### config.mk
export PLATFORM = sky130hd
export DESIGN_NAME = sgc_regs
export DESIGN_NICKNAME = d
export VERILOG_FILES = /design/src/rtl/sgc_pkg.sv /design/src/rtl/sgc_regs.sv
export SDC_FILE = /design/constraint.sdc
export NUM_CORES = 1
export LEC_CHECK = 0
export BUFFER_PORTS_ARGS = -buffer_cell sky130_fd_sc_hd__buf_2
export CORE_MARGIN = 2
export CORE_UTILIZATION = 54
export CTS_CLUSTER_DIAMETER = 150
export DETAILED_ROUTE_END_ITERATION = 12
export GPL_TIMING_DRIVEN = 0
export PLACE_DENSITY = 0.81
export SETUP_SLACK_MARGIN = 0.2
export SKIP_LAST_GASP = 1
export SYNTH_ARGS = -nofsm -noshare
export SYNTH_HDL_FRONTEND = slang
export SYNTH_SLANG_ARGS = --single-unit
### constraint.sdc
create_clock -name sys_clk -period 4.4 [get_ports sys_clk]
set_clock_uncertainty 0.2 [all_clocks]
set_input_delay 0.66 -clock sys_clk [delete_from_list [all_inputs] [get_ports sys_clk]]
set_output_delay 0.66 -clock sys_clk [all_outputs]
set_load 0.02 [all_outputs]
### src/rtl/sgc_pkg.sv
// Shared constants, field positions and carrier types for the general control register bank.
// Assumes an 8-bit register space addressed by a serial front end (I2C or SPI).
package sgc_pkg;

    // Register addresses in the full 8-bit (I2C) space
    localparam logic [7:0] SGC_ADDR_HUM_CTRL = 8'h72;
    localparam logic [7:0] SGC_ADDR_PAGE_STAT = 8'h73;
    localparam logic [7:0] SGC_ADDR_MEAS_CTRL = 8'h74;
    localparam logic [7:0] SGC_ADDR_IF_CFG = 8'h75;
    localparam logic [7:0] SGC_ADDR_PART_ID = 8'hD0;
    localparam logic [7:0] SGC_ADDR_SOFT_RST = 8'hE0;

    // SPI carries 7 address bits; the inverted page bit supplies bit 7
    localparam int SGC_SPI_ADDR_W = 7;
    localparam int SGC_ADDR_MSB = 7;

    // Field positions
    localparam int SGC_HUM_IRQ_EN_BIT = 6;
    localparam int SGC_HUM_OSR_LSB = 0;
    localparam int SGC_PAGE_BIT = 4;
    localparam int SGC_MEAS_MODE_LSB = 0;
    localparam int SGC_MEAS_PRS_LSB = 2;
    localparam int SGC_MEAS_TMP_LSB = 5;
    localparam int SGC_CFG_3W_BIT = 0;

    // Implemented-bit masks; unimplemented bits read zero
    localparam logic [7:0] SGC_MASK_HUM_CTRL = 8'h47;
    localparam logic [7:0] SGC_MASK_PAGE_STAT = 8'h10;
    localparam logic [7:0] SGC_MASK_MEAS_CTRL = 8'hFF;
    localparam logic [7:0] SGC_MASK_IF_CFG = 8'h1D;

    // Reset values
    localparam logic [7:0] SGC_RST_REG = 8'h00;
    localparam logic [7:0] SGC_SOFT_RST_KEY = 8'hB6;
    localparam logic [7:0] SGC_READ_ZERO = 8'h00;

    // Value a skipped measurement channel must present
    localparam logic [15:0] SGC_SKIP_FILL = 16'h8000;

    // Oversampling field codes
    localparam logic [2:0] SGC_OSR_SKIP = 3'h0;
    localparam logic [2:0] SGC_OSR_X16_MIN = 3'h5;
    localparam logic [2:0] SGC_OSR_LOG2_MAX = 3'h4;
    localparam logic [2:0] SGC_OSR_ONE = 3'h1;

    typedef enum logic [1:0] {
        SGC_MODE_SLEEP = 2'b00,
        SGC_MODE_FORCED = 2'b01
    } sgc_mode_t;

    // Decoded oversampling of one channel
    typedef struct packed {
        logic skip;
        logic [2:0] log2_ratio;
    } sgc_osr_t;

    // Whole state of the register bank
    typedef struct packed {
        logic [7:0] hum_ctrl;
        logic [7:0] page_stat;
        logic [7:0] meas_ctrl;
        logic [7:0] if_cfg;
        logic [7:0] rdata;
        logic rvalid;
        logic soft_rst_pulse;
        logic three_wire;
        logic sleep_mode;
        logic forced_mode;
        sgc_osr_t osr_hum;
        sgc_osr_t osr_tmp;
        sgc_osr_t osr_prs;
        logic sdo_irq;
        logic sdo_irq_oe;
    } sgc_state_t;

endpackage

### src/rtl/sgc_regs.sv
// General control register bank: page, mode, oversampling, three-wire, soft reset, part id.
// Assumes a serial front end that hands over decoded single-cycle register reads and writes.
// Function
// - New-data interrupt needs three-wire and enable bit
// - Interrupt appears on serial data output pad
// - Config bit 0 selects three-wire SPI
// - Mode field: 00 sleep, 01 forced
// - Page bit resets to zero, upper half
// - Page bit one maps SPI onto lower half
// - Page bit in 0x73, reachable both pages
// - Writing 0xB6 to reset register resets all
// - Reset register holds and reads 0x00
// - Reset register at 0x60 SPI, 0xE0 I2C
// - Read-only part identifier at 0x50 / 0xD0
// - Humidity oversampling decode with skip at 000
// - Temperature oversampling decode with skip at 000
// - Pressure oversampling decode with skip at 000
// - Eight-bit registers; SPI seven-bit address plus page
`timescale 1ns/1ns
`default_nettype none

module sgc_regs
    import sgc_pkg::*;
#(
    // Arbitrary neutral value
    parameter logic [7:0] PART_ID = 8'h5A
) (
    input wire logic sys_clk,
    input wire logic srst,
    input wire logic reg_wr,
    input wire logic reg_rd,
    input wire logic reg_is_spi,
    input wire logic [7:0] reg_addr,
    input wire logic [7:0] reg_wdata,
    input wire logic new_data_event,
    output logic [7:0] reg_rdata,
    output logic reg_rvalid,
    output logic soft_reset_pulse,
    output logic three_wire_select,
    output logic sleep_mode,
    output logic forced_mode,
    output sgc_osr_t osr_humidity,
    output sgc_osr_t osr_temperature,
    output sgc_osr_t osr_pressure,
    output logic sdo_irq_out,
    output logic sdo_irq_oe
);

    sgc_state_t st_r;
    sgc_state_t st_nxt;

    // Oversampling field to skip flag and log2 of the ratio
    function automatic sgc_osr_t osr_decode(input logic [2:0] code);
        sgc_osr_t d;
        d.skip = (code == SGC_OSR_SKIP);
        if (code == SGC_OSR_SKIP) begin
            d.log2_ratio = SGC_OSR_SKIP;
        end else if (code >= SGC_OSR_X16_MIN) begin
            d.log2_ratio = SGC_OSR_LOG2_MAX;
        end else begin
            d.log2_ratio = code - SGC_OSR_ONE;
        end
        return d;
    endfunction

    // Reset image, shared by power-on and soft reset
    function automatic sgc_state_t reset_state();
        sgc_state_t s;
        s = '0;
        s.hum_ctrl = SGC_RST_REG;
        s.page_stat = SGC_RST_REG;
        s.meas_ctrl = SGC_RST_REG;
        s.if_cfg = SGC_RST_REG;
        s.rdata = SGC_READ_ZERO;
        s.sleep_mode = 1'b1;
        s.osr_hum = osr_decode(SGC_OSR_SKIP);
        s.osr_tmp = osr_decode(SGC_OSR_SKIP);
        s.osr_prs = osr_decode(SGC_OSR_SKIP);
        return s;
    endfunction

    logic [7:0] eff_addr;
    logic page_sel;
    logic soft_rst_hit;
    logic [7:0] hum_v;
    logic [7:0] meas_v;
    logic [7:0] cfg_v;
    logic irq_armed;

    always_comb begin
        page_sel = st_r.page_stat[SGC_PAGE_BIT];
        eff_addr = reg_addr;
        if (reg_is_spi) begin
            // Page 0 maps to 0x80..0xFF, page 1 to 0x00..0x7F
            eff_addr = {~page_sel, reg_addr[SGC_SPI_ADDR_W-1:0]};
            // Page register answers in both pages
            if ({1'b0, reg_addr[SGC_SPI_ADDR_W-1:0]} == SGC_ADDR_PAGE_STAT) begin
                eff_addr = SGC_ADDR_PAGE_STAT;
            end
        end
        // Over I2C the full address is used as given
    end

    always_comb begin
        st_nxt = st_r;
        st_nxt.rvalid = 1'b0;
        st_nxt.soft_rst_pulse = 1'b0;
        // Only the key value triggers; any other value is dropped
        soft_rst_hit = reg_wr && (eff_addr == SGC_ADDR_SOFT_RST) && (reg_wdata == SGC_SOFT_RST_KEY);

        if (reg_wr) begin
            if (eff_addr == SGC_ADDR_HUM_CTRL) begin
                st_nxt.hum_ctrl = reg_wdata & SGC_MASK_HUM_CTRL;
            end else if (eff_addr == SGC_ADDR_PAGE_STAT) begin
                st_nxt.page_stat = reg_wdata & SGC_MASK_PAGE_STAT;
            end else if (eff_addr == SGC_ADDR_MEAS_CTRL) begin
                st_nxt.meas_ctrl = reg_wdata & SGC_MASK_MEAS_CTRL;
            end else if (eff_addr == SGC_ADDR_IF_CFG) begin
                st_nxt.if_cfg = reg_wdata & SGC_MASK_IF_CFG;
            end
            // Part id and unmapped addresses ignore writes
        end

        if (reg_rd) begin
            st_nxt.rvalid = 1'b1;
            if (eff_addr == SGC_ADDR_HUM_CTRL) begin
                st_nxt.rdata = st_r.hum_ctrl;
            end else if (eff_addr == SGC_ADDR_PAGE_STAT) begin
                st_nxt.rdata = st_r.page_stat;
            end else if (eff_addr == SGC_ADDR_MEAS_CTRL) begin
                st_nxt.rdata = st_r.meas_ctrl;
            end else if (eff_addr == SGC_ADDR_IF_CFG) begin
                st_nxt.rdata = st_r.if_cfg;
            end else if (eff_addr == SGC_ADDR_PART_ID) begin
                st_nxt.rdata = PART_ID;
            end else if (eff_addr == SGC_ADDR_SOFT_RST) begin
                st_nxt.rdata = SGC_RST_REG;
            end else begin
                // Reserved space reads zero; host must not rely on it
                st_nxt.rdata = SGC_READ_ZERO;
            end
        end

        // Decoded outputs follow the values being committed this cycle
        hum_v = st_nxt.hum_ctrl;
        meas_v = st_nxt.meas_ctrl;
        cfg_v = st_nxt.if_cfg;
        st_nxt.three_wire = cfg_v[SGC_CFG_3W_BIT];
        st_nxt.sleep_mode = (meas_v[SGC_MEAS_MODE_LSB +: 2] == SGC_MODE_SLEEP);
        st_nxt.forced_mode = (meas_v[SGC_MEAS_MODE_LSB +: 2] == SGC_MODE_FORCED);
        st_nxt.osr_hum = osr_decode(hum_v[SGC_HUM_OSR_LSB +: 3]);
        st_nxt.osr_tmp = osr_decode(meas_v[SGC_MEAS_TMP_LSB +: 3]);
        st_nxt.osr_prs = osr_decode(meas_v[SGC_MEAS_PRS_LSB +: 3]);

        // Pad is spare only in three-wire mode, so drive it only then
        irq_armed = cfg_v[SGC_CFG_3W_BIT] && hum_v[SGC_HUM_IRQ_EN_BIT];
        st_nxt.sdo_irq_oe = irq_armed;
        st_nxt.sdo_irq = irq_armed && new_data_event;

        if (soft_rst_hit) begin
            // Same image as power-on, page bit and mode included
            st_nxt = reset_state();
            st_nxt.soft_rst_pulse = 1'b1;
        end
    end

    always_ff @(posedge sys_clk) begin
        if (srst) begin
            st_r <= reset_state();
        end else begin
            st_r <= st_nxt;
        end
    end

    assign reg_rdata = st_r.rdata;
    assign reg_rvalid = st_r.rvalid;
    assign soft_reset_pulse = st_r.soft_rst_pulse;
    assign three_wire_select = st_r.three_wire;
    assign sleep_mode = st_r.sleep_mode;
    assign forced_mode = st_r.forced_mode;
    assign osr_humidity = st_r.osr_hum;
    assign osr_temperature = st_r.osr_tmp;
    assign osr_pressure = st_r.osr_prs;
    assign sdo_irq_out = st_r.sdo_irq;
    assign sdo_irq_oe = st_r.sdo_irq_oe;

endmodule // sgc_regs

`default_nettype wire

==> results.toml, run 1 <==
[placement]
dp_hpwl_um = 3960
place_ws_ps = 468
gp_congestion = 0.942
placed_cells = 348
io_buffers = 48

[min_path]
worstHoldPathType = "reg -> reg"

[sta]
fin_ws_ps = 786
rsz0062_at_grt = "false"
fin_crit_ps = 3610
max_freq_mhz = 277
whs_ps = 261
slew_headroom_pct = 50.0
drv_slew = 0
setup_tns_ps = 0
finalHoldViolCount = 0
worst_pin_slew_ps = 744
setup-violations-final = 0
period_share_pct = 82.1

[route]
dr.max_layer_used = "met4"
dr.pass1.iters = 4
vias = 1995
drtIter0Drc = 128
dr_wl_met2_um = 2490
wl_per_cell_um = 14.4
route.detailed.drc = 0
vias_per_cell = 5.60
dr_wl_met3_um = 335
m1WireLength_um = 2220
wl_um = 5140
ant_nets = 0

[power_and_ir_drop]
power_density_mw_per_mm2 = 264
cellLeakagePower_nw = 1.19
vdd_ir_drop_max_mv = 0.228
p_sw_share_pct = 25.5
p_comb_share_pct = 9.3
p_sw_mw = 0.181
p_seq_share_pct = 55.6
totalPowerFinal_mw = 0.707
p_int_mw = 0.526
pwr-share-clk_pct = 35.2

[floorplanning]
pin_count = 49
die_x_um = 69.1
core_area_sq_mm = 0.00403
die_area_sq_mm = 0.00478
start_util_pct = 56.9
rows = 23
die_h_um = 69.1

[grt]
grt_pass1_wl_um = 8890
first_global_vias = 1864
overflow = 0
grt_max_degree = 14
antenna_found_initial = 0
grt_util_all_layers_pct = 23.2

[run]
maxCapViolCount = 0

[synth]
synth-xor-area-share_pct = 0
synth-async-reset-ratio_pct = 0
synthAdderAreaFrac_pct = 4.92
ys_ff_latch = 43
syn_area_sq_mm = 0.00229
synth_top_family_by_area = "simple AND/OR/NAND/NOR gates"
yosys-top-cells-area = "dfxtp_1, buf_4, ha_1"
synth-simple-area-share_pct = 26.1
synth_mux_area_share_pct = 5.52
synth_warnings = 0
synth_nets = 281
synth.distinct_cells = 58
syn_inst = 250
yosysTopAreaCellShare_pct = 37.6
synth_edf_count = 0
yosysTopAreaCell = "dfxtp_1"
synth-compound-area-share_pct = 16.4
ys_seq_area_share_pct = 37.6
syn_area_per_cell_sq_um = 9.16
synth_ff_type = "dfxtp_1"

[final_layout]
drive_gt1_share_pct = 33.0
nNetsFinal = 336
n_fill_cell = 360
multi_input_area_sq_mm = 0.00121
seqCellArea_sq_um = 861
syn_to_final_growth_pct = 16.9
fin_cells = 356
antenna_cells = 0

[setup_path]
crit_chain = "buf_2 -> or4b_4 -> nor4_4 -> nand2_4 -> mux2i_4 -> inv_2 -> ha_1 -> or4b_2 -> o21ai_0 -> a21oi_1 -> a311o_1 -> nor2_1"
endpoint_kind = "flip-flop"
worstPathMaxFanout = 7
cpPeakStageDelay_ps = 630
arrival_ps = 3660
critPathLaunchType = "input port"
slowest_stage = "or4b_2"
required_ps = 4440
cp.buffers_inverters = 2
cp_top_family = "simple AND/OR/NAND/NOR gates"
crit_type = "in -> reg"

[clocking]
cts_max_level = 2
post-cts-setup-buffers = 0
clk_path_buf_depth = 2
cts-resized-gates = 0
numCtsBuffers = 5
cts_tree = "built"
cts.sinks = 43
hold_buffers = 0
clk-insertion-delay-late_ps = 300
cts.clk_slew.worst_paths_ps = 80
cts-root-buf = "clkbuf_8"

[run_status]
status = "completed"
-- logic make-up (layout without fill, tap and decap cells) --
| family | Yosys count | after routing |
|---|---|---|
| AOI/OAI and AO/OA | 51 | 51 |
| adders and majority gates | 9 | 9 |
| buffers and inverters | 37 | 93 |
| DFF | 43 | 43 |
| muxes | 11 | 11 |
| and+or+nand+nor | 99 | 99 |
-- routing by layer --
metal / vias to the layer above / track usage (%)
met3: 12 / 5.56
met1: 938 / 29.8
li1: 990 / -
met2: 55 / 37.8
met4: 0 / 8.28
met5: - / 0
-- synthesized netlist by cell type (2+ instances only) --
library cell   n
dfxtp_1       43
nor2_1        27
buf_4         20
nand2_1       20
a21oi_1       13
a211oi_1      10
ha_1           9
mux2i_1        9
inv_1          8
nand3_1        7
nand2b_1       6
nor3_1         6
a21o_1         5
buf_1          3
buf_2          3
nand3b_1       3
nand4_1        3
o21ai_0        3
a221oi_1       2
a31o_2         2
a31oi_1        2
a32o_1         2
and2b_4        2
inv_2          2
nand4bb_1      2
nor4_1         2
nor4_4         2
nor4b_1        2
o21bai_1       2
or2_2          2
-- path summary, 6_finish.rpt --
| check | start | endpoint | slack (ps) | depth (start not counted) |
|---|---|---|---|---|
| min reg2reg | st_r[31] | st_r[31] | 260 | 2 |
| max | reg_addr[2] | osr_humidity[0] | 790 | 12 |
| min | st_r[31] | st_r[31] | 260 | 2 |
| max reg2reg | page_sel | osr_humidity[0] | 1090 | 11 |
-- power by group through the flow --
stage | Clock (mW) | Combinational [mW] | Sequential, mW
2_1_floorplan | 0 | 0.0347 | 0.402
3_3_place_gp | 0 | 0.0645 | 0.402
3_5_place_dp | 0 | 0.0650 | 0.402
4_1_cts | 0.253 | 0.0652 | 0.393
5_1_grt | 0.271 | 0.0720 | 0.393
6_report | 0.249 | 0.0656 | 0.393
-- sequential cells by signal, summed over array words and instances (netlist names), 4 cells and up --
register,flops
osr_pressure,4
reg_rdata,8
st_r,16
osr_humidity,4
osr_temperature,4
-- stage by stage --
stage / utilization (%) / area, sq um
2_1_floorplan: - / 2290
3_3_place_gp: 64.4 / 2590
3_5_place_dp: 64.4 / 2590
4_1_cts: 66.5 / 2680
5_1_grt: 66.5 / 2680
6_report: 66.5 / 2680
-- worst reg2reg max path: cells and delay by family, from the launching register on --
kind,cells,cell delay (ps)
fa+ha+maj,1,210
buf+inv,1,60
flops,1,390
compound gates,3,520
mux,1,240
simple gates,5,1630
-- layout make-up --
| class | count | area share, % |
|---|---|---|
| Inverter | 10 | 1.40 |
| Multi-Input combinational cell | 170 | 45.3 |
| Clock inverter | 2 | 0.467 |
| Timing Repair Buffer | 48 | 8.97 |
| Buffer | 27 | 6.73 |
| Clock buffer | 6 | 2.71 |
| Tap cell | 50 | 2.34 |
| Sequential cell | 43 | 32.1 |
-- cell usage in the layout, fill, tap and decap left out, types with 2 or more instances in the layout --
| cell type | count |
|---|---|
| nand4bb_1 | 2 |
| mux2i_1 | 9 |
| a211oi_1 | 10 |
| ha_1 | 9 |
| nor4_1 | 2 |
| nor2_1 | 27 |
| nor3_1 | 6 |
| and2b_4 | 2 |
| clkbuf_1 | 2 |
| a31oi_1 | 2 |
| inv_1 | 8 |
| clkbuf_8 | 5 |
| inv_2 | 2 |
| nand3b_1 | 3 |
| a21o_1 | 5 |
| nor4b_1 | 2 |
| a31o_2 | 2 |
| nand3_1 | 7 |
| a32o_1 | 2 |
| nand4_1 | 3 |
| nand2b_1 | 6 |
| a21oi_1 | 13 |
| o21bai_1 | 2 |
| a221oi_1 | 2 |
| buf_2 | 51 |
| or2_2 | 2 |
| o21ai_0 | 3 |
| buf_1 | 3 |
| dfxtp_1 | 43 |
| nand2_1 | 20 |
| buf_4 | 20 |
| nor4_4 | 2 |
Note: power is estimated with default switching activity, not from simulation.
==> inputs of run 2 (changes only) <==
Settings changed: CORE_UTILIZATION 54 to 49, PLACE_DENSITY 0.81 to 0.78.
Clock period 4.4 ns to 3.23 ns, I/O delays scaled along.
==> run 2 against run 1 <==
Net effect:
- final cell count is 1.7% higher
- die area is 9.6% higher
- count of clock-buffer cells in the layout is 1 lower
- first-iteration DRC count is 7.8% lower
- utilization is 3.8 points lower
- global-route usage is 1.2 points lower
- power is 49% higher
- worst hold slack worse by 120 ps
- flip-flop and latch count stayed put
- sequential power is 36% higher
==> results.toml, run 2 (synthesis results as in run 1) <==
[placement]
place_ws_ps = -407
io_buffers = 48
gp_congestion = 0.849
dp_hpwl_um = 3970

[sta]
rsz0062_at_grt = "true"
drv_slew = 0
setup-violations-final = 0
setup_tns_ps = 0
fin_crit_ps = 2950
period_share_pct = 91.3
fin_ws_ps = 280
worst_pin_slew_ps = 767
slew_headroom_pct = 48.4
max_freq_mhz = 339
finalHoldViolCount = 0

[setup_path]
cp_top_family = "simple AND/OR/NAND/NOR gates"
worstPathMaxFanout = 6
crit_chain = "buf_2 -> or4b_4 -> nor4_4 -> nand2_4 -> mux2i_4 -> inv_2 -> ha_4 -> or4b_4 -> o21ai_2 -> a21oi_1 -> a311o_1 -> nor2_1"
cpPeakStageDelay_ps = 550
cp.buffers_inverters = 2
critPathLaunchType = "input port"
cp_common_cell = "or4b_4"
r2r_cells = 11
arrival_ps = 3000
crit_type = "in -> reg"
slowest_stage = "or4b_4"
endpoint_kind = "flip-flop"
reg2reg_slack_ps = 400
required_ps = 3280
crit_cells = 12

[floorplanning]
core_area_sq_mm = 0.00441
rows = 24
die_h_um = 72.4
die_x_um = 72.4
die_area_sq_mm = 0.00524
pin_count = 49
start_util_pct = 51.9

[power_and_ir_drop]
p_sw_share_pct = 24.4
cellLeakagePower_nw = 1.22
p_seq_share_pct = 50.8
pwr-share-clk_pct = 40.6
p_sw_mw = 0.258
power_density_mw_per_mm2 = 381
p_int_mw = 0.796
p_comb_share_pct = 8.6
vdd_ir_drop_max_mv = 0.177

[grt]
first_global_vias = 1872
grt_util_all_layers_pct = 21.9
grt_pass1_wl_um = 8860
overflow = 0
antenna_found_initial = 0
grt_max_degree = 15

[route]
route.detailed.drc = 0
wl_um = 5430
ant_nets = 0
drtIter0Drc = 118
vias_per_cell = 5.56
dr.pass1.iters = 4
wl_per_cell_um = 15.0
vias = 2012

[min_path]
worstHoldPathType = "in -> reg"
min_path_cells = 2

[final_layout]
mostFrequentLayoutCells = "buf_2, dfxtp_1, nor2_1"
syn_to_final_growth_pct = 20.7
seqCellArea_sq_um = 861
drive_gt1_share_pct = 35.2
multi_input_area_sq_mm = 0.00124
final_common_cell = "buf_2"
antenna_cells = 0
n_fill_cell = 391
largest_reg_flops = 16
nNetsFinal = 340
largest_register = "st_r"

[clocking]
clk_path_buf_depth = 2
cts_max_level = 2
clk-insertion-delay-late_ps = 310
cts.sinks = 43
cts-root-buf = "clkbuf_8"
numCtsBuffers = 5
cts.clk_slew.worst_paths_ps = 90
hold_buffers = 0
cts_tree = "built"

[run]
maxCapViolCount = 0

[run_status]
status = "completed"
-- run 2: cell count changes in the layout (fill, tap and decap cells not counted), sizes merged --
cell,previous run,this run
buf,74,78
clkbuf,7,6
clkinvlp,1,0
bufinv,0,1
clkinv,1,2
-- run 2: path summary, 6_finish.rpt --
kind / start / to
max: reg_addr[2] / osr_humidity[1]
min: srst / soft_reset_pulse
max reg2reg: page_sel / osr_humidity[1]
min reg2reg: st_r[29] / st_r[29]
-- run 2: what timing repair did --
item                       in CTS  in global routing
gates resized for setup         0                  2
cloned                          0                  0
setup endpoints to repair       3                  3
pin swaps                       1                  0
setup buffers                   3                  1
-- run 2: power by group through the flow --
stage	clock network, mW	logic (mW)	registers, mW
2_1_floorplan	0	0.0472	0.548
3_3_place_gp	0	0.0886	0.548
3_5_place_dp	0	0.0896	0.548
4_1_cts	0.433	0.0900	0.535
5_1_grt	0.449	0.0978	0.536
6_report	0.428	0.0908	0.535
-- run 2: cell type report --
type	count	share of cell area, %
multi-input cells	170	44.8
flip-flops and latches	43	31.1
repair buffers	52	9.77
plain buffers	27	6.52
clock buffers	5	2.49
well taps	52	2.35
clock inverters	3	1.58
inverters	10	1.36
-- run 2: layer usage --
layer,wire length (um),vias up,track usage [%]
li1,-,992,-
met1,2530,931,30.3
met2,2410,79,33.4
met3,388,10,4.17
met4,102,0,9.67
met5,0,-,0
-- run 2: stage by stage --
step / total power, mW / std cells / utilization [%] / cell area [sq um] / hold WS (ps)
after floorplan: 0.595 / 250 / - / 2310 / 237
after global placement: 0.636 / 350 / 59.2 / 2620 / 247
after detailed placement: 0.637 / 350 / 59.2 / 2620 / 249
after CTS: 1.06 / 361 / 62.3 / 2750 / 137
after global routing: 1.08 / 362 / 62.6 / 2770 / 150
final: 1.05 / 362 / 62.6 / 2770 / 144
==> inputs of run 3 (changes only) <==
Settings changed: CORE_MARGIN 2 to 5.
==> run 3 against run 2 <==
Net effect:
- register-to-register slack got worse by 40 ps
- final cell count decreased by 0.55%
- fmax shrank 1.1%
- flip-flop and latch count unchanged
- largest cell class unchanged
- first-iteration DRC count shrank 15%
- utilization down 1.3 points
- via count is 0.55% lower
- design area fell by 1.4%
- clock power decreased by 16%
- die area up 17%
- critical path depth stayed put
- power shrank 6.6%
==> results.toml, run 3 (synthesis results as in run 1) <==
[run_status]
status = "completed"

[setup_path]
crit_chain = "buf_2 -> or4b_4 -> nor4_4 -> nand2_4 -> mux2i_4 -> inv_2 -> ha_4 -> or4b_4 -> o21ai_1 -> a21oi_1 -> a311o_1 -> nor2_1"
reg2reg_to = "osr_humidity[1]"
worstPathMaxFanout = 6
cpPeakStageDelay_ps = 550
critPathLaunchType = "input port"
crit_type = "in -> reg"
arrival_ps = 3030
r2r_cells = 11
r2r-start = "page_sel"
required_ps = 3280
cp_common_cell = "or4b_4"
endpoint_kind = "flip-flop"
reg2reg_slack_ps = 360
slowest_stage = "or4b_4"

[power_and_ir_drop]
vdd_ir_drop_max_mv = 0.187
cellLeakagePower_nw = 1.20
power_density_mw_per_mm2 = 361
totalPowerFinal_mw = 0.985

[grt]
grt_pass1_wl_um = 8950
grt_max_degree = 16
antenna_found_initial = 0
first_global_vias = 1892
grt_util_all_layers_pct = 18.3
overflow = 0

[route]
vias = 2001
dr.pass1.iters = 4
ant_nets = 0
drtIter0Drc = 100
wl_um = 5400
wl_per_cell_um = 15.0
route.detailed.drc = 0
vias_per_cell = 5.56

[sta]
fin_ws_ps = 248
fin_crit_ps = 2980
setup_tns_ps = 0
max_freq_mhz = 335
drv_slew = 0
slew_headroom_pct = 48.3
finalHoldViolCount = 0
setup-violations-final = 0
rsz0062_at_grt = "true"
worst_pin_slew_ps = 770
period_share_pct = 92.3

[clocking]
cts.clk_slew.worst_paths_ps = 90
cts-root-buf = "clkbuf_8"
cts_tree = "built"
clk-insertion-delay-late_ps = 310
clk_path_buf_depth = 2
cts.sinks = 43
numCtsBuffers = 5
cts_max_level = 2

[final_layout]
largest_register = "st_r"
drive_gt1_share_pct = 34.4
nNetsFinal = 338
final_util_pct = 61.3
mostFrequentLayoutCells = "buf_2, dfxtp_1, nor2_1"
syn_to_final_growth_pct = 19.0
largest_reg_flops = 16
fin_cells = 360
antenna_cells = 0
final_common_cell = "buf_2"

[min_path]
worstHoldPathType = "in -> reg"
worstHoldStart = "srst"
min_path_cells = 2
hold-path-endpoint = "soft_reset_pulse"

[placement]
place_ws_ps = -404
gp_congestion = 0.906
io_buffers = 48
placed_cells = 350
dp_hpwl_um = 4100

[floorplanning]
core_area_sq_mm = 0.00444
start_util_pct = 51.5
die_h_um = 78.4
pin_count = 49
die_area_sq_mm = 0.00614
rows = 24
die_x_um = 78.4

[run]
maxCapViolCount = 0
==> run 3: layer usage <==
| metal | vias to the layer above | routed length (um) | global-route usage (%) |
|---|---|---|---|
| li1 | 992 | - | - |
| met1 | 923 | 2550 | 25.4 |
| met2 | 78 | 2400 | 27.7 |
| met3 | 8 | 374 | 4.00 |
| met4 | 0 | 76 | 6.99 |
| met5 | - | 0 | 0 |
==> run 3: timing repair <==
item | 4_1_cts | 5_1_grt
setup buffers | 1 | 1
setup endpoints to repair | 3 | 3
hold buffers | 0 | 0
pin swaps | 1 | 0
endpoints found under the hold margin | 0 | 0
gates resized for setup | 0 | 1
==> run 3: area by class of cell <==
cell class	instances	area [sq um]
plain buffers	27	180
clock buffers	5	68.8
clock inverters	3	23.8
fillers	393	1720
inverters	10	37.5
multi-input cells	170	1230
flip-flops and latches	43	861
well taps	52	65.1
repair buffers	50	255
==> run 3: stage by stage <==
step	area [sq um]	hold slack [ps]
after detailed placement	2620	251
after global routing	2730	146
after floorplan	2310	237
after CTS	2720	140
final	2730	143
after global placement	2620	245
==> run 3: worst max-delay path by stage <==
stage	from	to	slack [ps]	cells past startpoint
global placement	reg_addr[2]	osr_humidity[1]	-380	12
global route	reg_addr[2]	osr_humidity[0]	180	11
CTS	reg_addr[2]	osr_humidity[0]	210	12
finish	reg_addr[2]	osr_humidity[1]	250	12
detailed placement	reg_addr[2]	osr_humidity[0]	-400	12
floorplan	reg_addr[2]	osr_humidity[0]	-30	11
==> run 3: critical path: cells and delay by family <==
kind | cells | cell delay, ps
simple gates | 5 | 1530
buf+inv | 2 | 200
fa+ha+maj | 1 | 160
mux | 1 | 200
compound gates | 3 | 450
==> run 3: power breakdown <==
part           switching (mW)  total [mW]  internal, mW  leakage, nW
Combinational          0.0588      0.0914        0.0326        0.808
Sequential            0.00164       0.535         0.533        0.347
Clock                   0.204       0.359         0.155       0.0408
